`src/verilog/rdm_defs.svh`:
```
// device-space constants for the remote i/o device mapper
`ifndef RDM_DEFS_SVH
`define RDM_DEFS_SVH
`define RDM_STRIDE        12'h020
`define RDM_HALF_SPAN     12'h010
`define RDM_MAIN_X_BASE   12'h000
`define RDM_MAIN_X_END    12'h0ff
`define RDM_MAIN_Y_BASE   12'h000
`define RDM_MAIN_Y_END    12'h0ff
`define RDM_P1_BASE       12'h100
`define RDM_P1_END        12'h13f
`define RDM_P1_RESET_X    12'h108
`define RDM_P2_X_BASE     12'h640
`define RDM_P2_X_END      12'h73f
`define RDM_P2_Y_BASE     12'h740
`define RDM_P2_Y_END      12'h83f
`define RDM_P1_RIN_BASE   12'h050
`define RDM_P1_RIN_END    12'h053
`define RDM_P1_ROUT_BASE  12'h0b4
`define RDM_P1_ROUT_END   12'h0b7
`define RDM_AO_BASE       12'h064
`define RDM_AO_END        12'h067
`define RDM_MAX_POINTS    4'h8
`define RDM_P1_MAX_SW     3'h3
`endif

```
`src/verilog/rdm_pkg.sv`:
```
// types shared by the remote i/o device mapper
package rdm_pkg;
  typedef enum logic [1:0] {
    RDM_SP_X = 2'h0,
    RDM_SP_Y = 2'h1,
    RDM_SP_R = 2'h3
  } rdm_space_e;

  typedef struct packed {
    rdm_space_e  space;
    logic [11:0] addr;
  } rdm_req_s;

  typedef struct packed {
    logic       hit;
    logic       reserved;
    logic       opBoard;
    logic [2:0] station;
    logic [4:0] bitIdx;
    logic       isWord;
    logic       wordIdx;
    logic       isOutput;
    logic       isAo;
  } rdm_resp_s;
endpackage

```
`src/verilog/rdm_ao_rank.sv`:
```
// ascending switch-order rank of stations that carry an analog output
module rdm_ao_rank
  import rdm_pkg::*;
(
  input  wire logic [7:0]      aoMask,
  output logic      [7:0][2:0] rank,
  output logic      [3:0]      aoCount
);
  always_comb begin
    logic [3:0] acc;
    acc = 4'h0;
    for (int i = 0; i < 8; i++) begin
      rank[i] = acc[2:0];
      if (aoMask[i]) begin
        acc = acc + 4'h1;
      end
    end
    aoCount = acc;
  end
endmodule

```
`src/verilog/rdm_mapper.sv`:
```
// remote i/o station to controller device-space mapper
`include "rdm_defs.svh"

module rdm_mapper
  import rdm_pkg::*;
(
  input  wire logic      clk,
  input  wire logic      rst_n,
  input  wire logic      patternTwo,
  input  wire logic [7:0] mainPresent,
  input  wire logic [7:0] mainTwoPoint,
  input  wire logic [7:0] mainHalfOut,
  input  wire logic [7:0] mainHasAo,
  input  wire logic [7:0] opPresent,
  input  wire logic      reqValid,
  input  wire rdm_req_s  req,
  output logic           respValid,
  output rdm_resp_s      resp,
  output logic [7:0][2:0] aoSlot,
  output logic [7:0]     aoSlotValid,
  output logic           cfgError
);
  // ***************************************
  // configuration synchronisers
  // ***************************************
  // strap-like pins from outside: two flops before any use
  localparam int CW = 41;
  logic [CW-1:0] cfgMeta_q, cfgSync_q;
  always_ff @(posedge clk) begin
    if (!rst_n) begin
      cfgMeta_q <= '0;
      cfgSync_q <= '0;
    end else begin
      cfgMeta_q <= {patternTwo, mainPresent, mainTwoPoint, mainHalfOut, mainHasAo, opPresent};
      cfgSync_q <= cfgMeta_q;
    end
  end

  logic       patTwo;
  logic [7:0] mPres, mTwo, mHalf, mAo, oPres;
  assign {patTwo, mPres, mTwo, mHalf, mAo, oPres} = cfgSync_q;

  // ***************************************
  // helpers
  // ***************************************
  function automatic logic inRange(input logic [11:0] a, input logic [11:0] lo, input logic [11:0] hi);
    return (a >= lo) && (a <= hi);
  endfunction

  function automatic logic [7:0] offsetOf(input logic [11:0] a, input logic [11:0] base);
    logic [11:0] d;
    d = a - base;
    return d[7:0];
  endfunction

  // ***************************************
  // analog output ranking
  // ***************************************
  logic [7:0][2:0] rank;
  logic [3:0]      aoCount;

  rdm_ao_rank u_rank (
    .aoMask  (mPres & mAo),
    .rank    (rank),
    .aoCount (aoCount)
  );

  always_ff @(posedge clk) begin
    if (!rst_n) begin
      aoSlot      <= '0;
      aoSlotValid <= 8'h00;
    end else begin
      for (int i = 0; i < 8; i++) begin
        aoSlot[i]      <= rank[i];
        aoSlotValid[i] <= mPres[i] && mAo[i] && (rank[i] < 3'h4);
      end
    end
  end

  // ***************************************
  // configuration checks
  // ***************************************
  logic cfgError_d;
  always_comb begin
    logic [4:0] pts;
    logic       clash;
    pts   = 5'h00;
    clash = 1'b0;
    for (int i = 0; i < 8; i++) begin
      if (mPres[i]) begin
        pts = pts + (mTwo[i] ? 5'h02 : 5'h01);
      end
      if (mPres[i] && mTwo[i]) begin
        if (i == 7) begin
          clash = 1'b1;
        end else if (mPres[3'(i + 1)]) begin
          clash = 1'b1;
        end
      end
    end
    cfgError_d = (pts > {1'b0, `RDM_MAX_POINTS})
               || clash
               || (aoCount > 4'h4)
               || (!patTwo && (oPres[7:4] != 4'h0));
  end

  always_ff @(posedge clk) begin
    if (!rst_n) begin
      cfgError <= 1'b0;
    end else begin
      cfgError <= cfgError_d;
    end
  end

  // ***************************************
  // address lookup
  // ***************************************
  rdm_resp_s resp_d;
  always_comb begin
    logic [7:0] off;
    resp_d = '0;
    off    = 8'h00;
    unique case (req.space)
      RDM_SP_X: begin
        if (inRange(req.addr, `RDM_MAIN_X_BASE, `RDM_MAIN_X_END)) begin
          off            = offsetOf(req.addr, `RDM_MAIN_X_BASE);
          resp_d.station = off[7:5];
          resp_d.bitIdx  = off[4:0];
          resp_d.hit     = mPres[off[7:5]];
        end else if (!patTwo && req.addr == `RDM_P1_RESET_X) begin
          resp_d.reserved = 1'b1;
          resp_d.opBoard  = 1'b1;
        end else if (!patTwo && inRange(req.addr, `RDM_P1_BASE, `RDM_P1_END)) begin
          off            = offsetOf(req.addr, `RDM_P1_BASE);
          resp_d.opBoard = 1'b1;
          resp_d.station = {2'b00, off[5]};
          resp_d.bitIdx  = off[4:0];
          resp_d.hit     = oPres[off[5]];
        end else if (patTwo && inRange(req.addr, `RDM_P2_X_BASE, `RDM_P2_X_END)) begin
          off            = offsetOf(req.addr, `RDM_P2_X_BASE);
          resp_d.opBoard = 1'b1;
          resp_d.station = off[7:5];
          resp_d.bitIdx  = off[4:0];
          resp_d.hit     = oPres[off[7:5]];
        end
      end
      RDM_SP_Y: begin
        resp_d.isOutput = 1'b1;
        if (inRange(req.addr, `RDM_MAIN_Y_BASE, `RDM_MAIN_Y_END)) begin
          off            = offsetOf(req.addr, `RDM_MAIN_Y_BASE);
          resp_d.station = off[7:5];
          resp_d.bitIdx  = off[4:0];
          // 16-output right card leaves the upper half unmapped
          resp_d.hit     = mPres[off[7:5]] && !(mHalf[off[7:5]] && off[4]);
        end else if (!patTwo && inRange(req.addr, `RDM_P1_BASE, `RDM_P1_END)) begin
          off            = offsetOf(req.addr, `RDM_P1_BASE);
          resp_d.opBoard = 1'b1;
          resp_d.station = {2'b00, off[5]};
          resp_d.bitIdx  = off[4:0];
          resp_d.hit     = oPres[off[5]];
        end else if (patTwo && inRange(req.addr, `RDM_P2_Y_BASE, `RDM_P2_Y_END)) begin
          off            = offsetOf(req.addr, `RDM_P2_Y_BASE);
          resp_d.opBoard = 1'b1;
          resp_d.station = off[7:5];
          resp_d.bitIdx  = off[4:0];
          resp_d.hit     = oPres[off[7:5]];
        end
      end
      RDM_SP_R: begin
        resp_d.isWord = 1'b1;
        if (!patTwo && inRange(req.addr, `RDM_P1_RIN_BASE, `RDM_P1_RIN_END)) begin
          off            = offsetOf(req.addr, `RDM_P1_RIN_BASE);
          resp_d.opBoard = 1'b1;
          resp_d.station = {2'b01, off[1]};
          resp_d.wordIdx = off[0];
          resp_d.hit     = oPres[{2'b01, off[1]}];
        end else if (!patTwo && inRange(req.addr, `RDM_P1_ROUT_BASE, `RDM_P1_ROUT_END)) begin
          off             = offsetOf(req.addr, `RDM_P1_ROUT_BASE);
          resp_d.opBoard  = 1'b1;
          resp_d.isOutput = 1'b1;
          resp_d.station  = {2'b01, off[1]};
          resp_d.wordIdx  = off[0];
          resp_d.hit      = oPres[{2'b01, off[1]}];
        end else if (inRange(req.addr, `RDM_AO_BASE, `RDM_AO_END)) begin
          off             = offsetOf(req.addr, `RDM_AO_BASE);
          resp_d.isOutput = 1'b1;
          resp_d.isAo     = 1'b1;
          // only main-channel stations take an analog word
          for (int i = 7; i >= 0; i--) begin
            if (mPres[i] && mAo[i] && rank[i] == {1'b0, off[1:0]}) begin
              resp_d.station = 3'(i);
              resp_d.hit     = 1'b1;
            end
          end
        end
      end
      default: begin
        resp_d = '0;
      end
    endcase
  end

  always_ff @(posedge clk) begin
    if (!rst_n) begin
      respValid <= 1'b0;
      resp      <= '0;
    end else begin
      respValid <= reqValid;
      resp      <= reqValid ? resp_d : '0;
    end
  end
endmodule

```
`config.mk`:
```
export PLATFORM = sky130hd
export DESIGN_NAME = rdm_mapper
export DESIGN_NICKNAME = d
export VERILOG_FILES = /design/src/verilog/rdm_pkg.sv /design/src/verilog/rdm_ao_rank.sv /design/src/verilog/rdm_mapper.sv
export VERILOG_INCLUDE_DIRS = /design/src /design/src/verilog
export SDC_FILE = /design/constraint.sdc
export NUM_CORES = 1
export LEC_CHECK = 0
export BUFFER_PORTS_ARGS = -buffer_cell sky130_fd_sc_hd__buf_2
export CAP_MARGIN = 20
export CORE_MARGIN = 2
export CORE_UTILIZATION = 50
export DETAILED_ROUTE_END_ITERATION = 6
export GPL_TIMING_DRIVEN = 0
export PLACE_DENSITY = 0.84
export REMOVE_ABC_BUFFERS = 1
export SLEW_MARGIN = 20
export SYNTH_ARGS = -nofsm -noshare
export SYNTH_HDL_FRONTEND = slang
export SYNTH_HIERARCHICAL = 1
export SYNTH_SLANG_ARGS = --single-unit
```
`constraint.sdc`:
```
create_clock -name clk -period 7.6 [get_ports clk]
set_input_delay 1.52 -clock clk [delete_from_list [all_inputs] [get_ports clk]]
set_output_delay 1.52 -clock clk [all_outputs]
set_load 0.01 [all_outputs]
```
==> results.sh <==
export IMPL_status="finished, final reports clean"
export IMPL_num_vias=4502
export IMPL_wl_per_cell_um=13.7
export IMPL_die_h_um=114
export IMPL_io_buffers=106
export IMPL_final_core_util_pct=61.2
export IMPL_skew_ns=0.00856
export IMPL_synth_warnings=6
export IMPL_cts_tree="done"
export IMPL_synth_seq_area_share_pct=43.2
export IMPL_worst_pin_slew_ns=0.728
export IMPL_grt_pass1_wl_um=20300
export IMPL_ys_ff_latch=131
export IMPL_cp_slowest_cell="fa_1"
export IMPL_avgSynthCellArea_um2=9.73
export IMPL_p_total_mw=1.70
export IMPL_grt_use_total_pct=19.7
export IMPL_rr_worst_depth=31
export IMPL_whs_path_depth=1
export IMPL_peakVddDrop_mv=0.114
export IMPL_drt_initial_drc_count=213
export IMPL_fill_cells=1007
export IMPL_cts_made_buffers=17
export IMPL_crit_type="register to register"
export IMPL_cts_sinks=131
export IMPL_die_area_um2=13000
export IMPL_core_um2=11900
export IMPL_cts_resized=0
export IMPL_setup_ws_ns=0.723
export IMPL_ctsHoldBuffers=0
export IMPL_dr_pass1_iters=4
export IMPL_leakage_nw=3.40
export IMPL_async_reset_ff_share_pct=0
export IMPL_fin_crit_ns=6.88
export IMPL_cts_clk_slew_worst_paths_ns=0.06
export IMPL_tns_ns=0
export IMPL_initial_core_util_pct=51.0
export IMPL_syn_area_um2=6070
export IMPL_grt_pass1_vias=4521
export IMPL_fin_nets=815
export IMPL_cpPeakStageDelay_ns=0.51
export IMPL_grt_overflow_total=0
export IMPL_crit_arrival_ns=7.18
export IMPL_rsz0062_at_grt="no"
export IMPL_cp_common_cell="fa_1"
export IMPL_antenna_found_initial=0
export IMPL_drv_cap=0
export IMPL_wl_um=12100
export IMPL_cp_start_kind="register"
export IMPL_drc=0
export IMPL_ys_types=72
export IMPL_cellPowerDensity_nw_per_um2=234
export IMPL_crit_path_max_fanout=3
export IMPL_synth_edf_count=0
export IMPL_dp_slack_ns=0.789
export IMPL_drv_slew=0
export IMPL_hold_class="register to register"
export IMPL_syn_to_final_growth_pct=20.0
export IMPL_cts_setup_buffers=0
export IMPL_post_route_period_util_pct=90.5
export IMPL_num_io_pins=107
export IMPL_dp_hpwl_um=8950
export IMPL_synth_cells=624
export IMPL_cts_root_buffer="clkbuf_16"
export IMPL_final_common_cell="dfxtp_1"
export IMPL_final_cell_mix="dfxtp_1 (131), and2_1 (112), buf_2 (106), inv_1 (43), nand2_1 (42)"
export IMPL_rows=40
export IMPL_hold_viol=0
export IMPL_antenna_cells=0
export IMPL_cts_path_max_buffers=2
export IMPL_drive_above_1_share_pct=22.9
export IMPL_die_w_um=114
export IMPL_vias_per_cell=5.09
export IMPL_finalSetupViolations=0
export IMPL_htree_levels=4
export IMPL_crit_required_ns=7.90
export IMPL_grt_max_degree=109
export IMPL_fmaxAchievable_ghz=0.145
export IMPL_cp_end_kind="register"
export IMPL_gp_congestion=0.843
export IMPL_clk_latency_ns=0.41
export IMPL_synthFlopType="dfxtp_1"
export IMPL_ant_nets=0
export IMPL_slew_headroom_pct=51.5
-- where the power goes --
| part | switching [mW] | internal [mW] | total [mW] |
|---|---|---|---|
| Clock | 0.295 | 0.548 | 0.843 |
| Sequential | 0.00991 | 0.712 | 0.722 |
| Combinational | 0.0755 | 0.0623 | 0.138 |
| Total | 0.380 | 1.32 | 1.70 |
-- per-stage QoR --
stage / instances / hold WS [ns] / area [um^2]
6_report: 885 / 0.430 / 7290
5_1_grt: 885 / 0.439 / 7290
4_1_cts: 885 / 0.426 / 7290
3_5_place_dp: 853 / 0.419 / 6670
3_3_place_gp: 852 / 0.415 / 6660
2_1_floorplan: 599 / 0.412 / 5940
-- synthesized netlist by cell type, types with 4 or more instances --
cell type	count	share of area [%]
a21o_1	6	0.74
a21oi_1	17	1.4
a22oi_1	4	0.49
a31oi_1	6	0.62
and2_1	112	12
and3_1	4	0.41
buf_2	4	0.33
buf_4	7	0.87
clkbuf_1	16	0.99
dfxtp_1	131	43
fa_1	7	2.3
ha_1	25	5.1
inv_1	43	2.7
inv_2	5	0.31
mux2_2	5	0.93
mux2i_1	10	1.6
mux4_2	4	1.5
nand2_1	42	2.6
nand2b_1	4	0.41
nand3_1	11	0.91
nor2_1	19	1.2
nor2b_1	4	0.41
nor3_1	16	1.3
nor4_1	8	0.82
o21ai_0	8	0.66
o21ai_1	4	0.33
or3_1	4	0.41
or4_1	6	0.74
xnor2_1	12	1.7
xor2_1	20	2.9
-- state kept, by name, indices dropped and copies added, names as in the netlist --
signal and cells:
aoSlotValid 8, cfgMeta_q 41, resp 15, respValid 1, cfgSync_q 41, cfgError 1
aoSlot 24
-- worst paths after layout --
path / startpoint / endpoint / slack (ns)
worst min register to register: cfgMeta_q[34] / cfgSync_q[34] / 0.43
worst max-delay path: cfgSync_q[24] / cfgError / 0.72
worst max register to register: cfgSync_q[24] / cfgError / 0.72
worst min-delay path: cfgMeta_q[34] / cfgSync_q[34] / 0.43
-- critical path, delay by kind of cell, from the launching register on --
| kind | cells | cell delay (ns) |
|---|---|---|
| fa+ha+maj | 8 | 3.24 |
| compound gates | 7 | 1.17 |
| simple gates | 8 | 0.96 |
| mux | 2 | 0.55 |
| buf+inv | 6 | 0.52 |
| flops | 1 | 0.34 |
-- final cells by class --
class	count	area, um^2	share of cell area (%)
Tap cell	147	184	2.52
Inverter	50	188	2.58
Clock buffer	19	433	5.94
Timing Repair Buffer	107	538	7.38
Clock inverter	13	185	2.54
Sequential cell	131	2620	36.0
Multi-Input combinational cell	418	3140	43.1
-- routing by layer --
metal | routed length, um | GRT usage (%) | vias to the layer above
met1 | 5500 | 24.1 | 2085
li1 | - | - | 2261
met2 | 5780 | 33.1 | 131
met3 | 587 | 4.87 | 25
met4 | 262 | 8.37 | 0
met5 | 0 | 0 | -
-- cells by family (layout without fill, tap and decap cells) --
group	Yosys count	after routing	share of synthesized area (%)
muxes	21	21	4.72
DFF	131	131	43.2
AOI/OAI and AO/OA	69	69	7.56
other	1	6	0.0617
buffers and inverters	80	189	5.58
and+or+nand+nor	249	249	23.7
xor gates and xnor gates	41	41	7.70
adders and majority gates	32	32	7.46
Note: power is estimated with default switching activity, not from simulation.
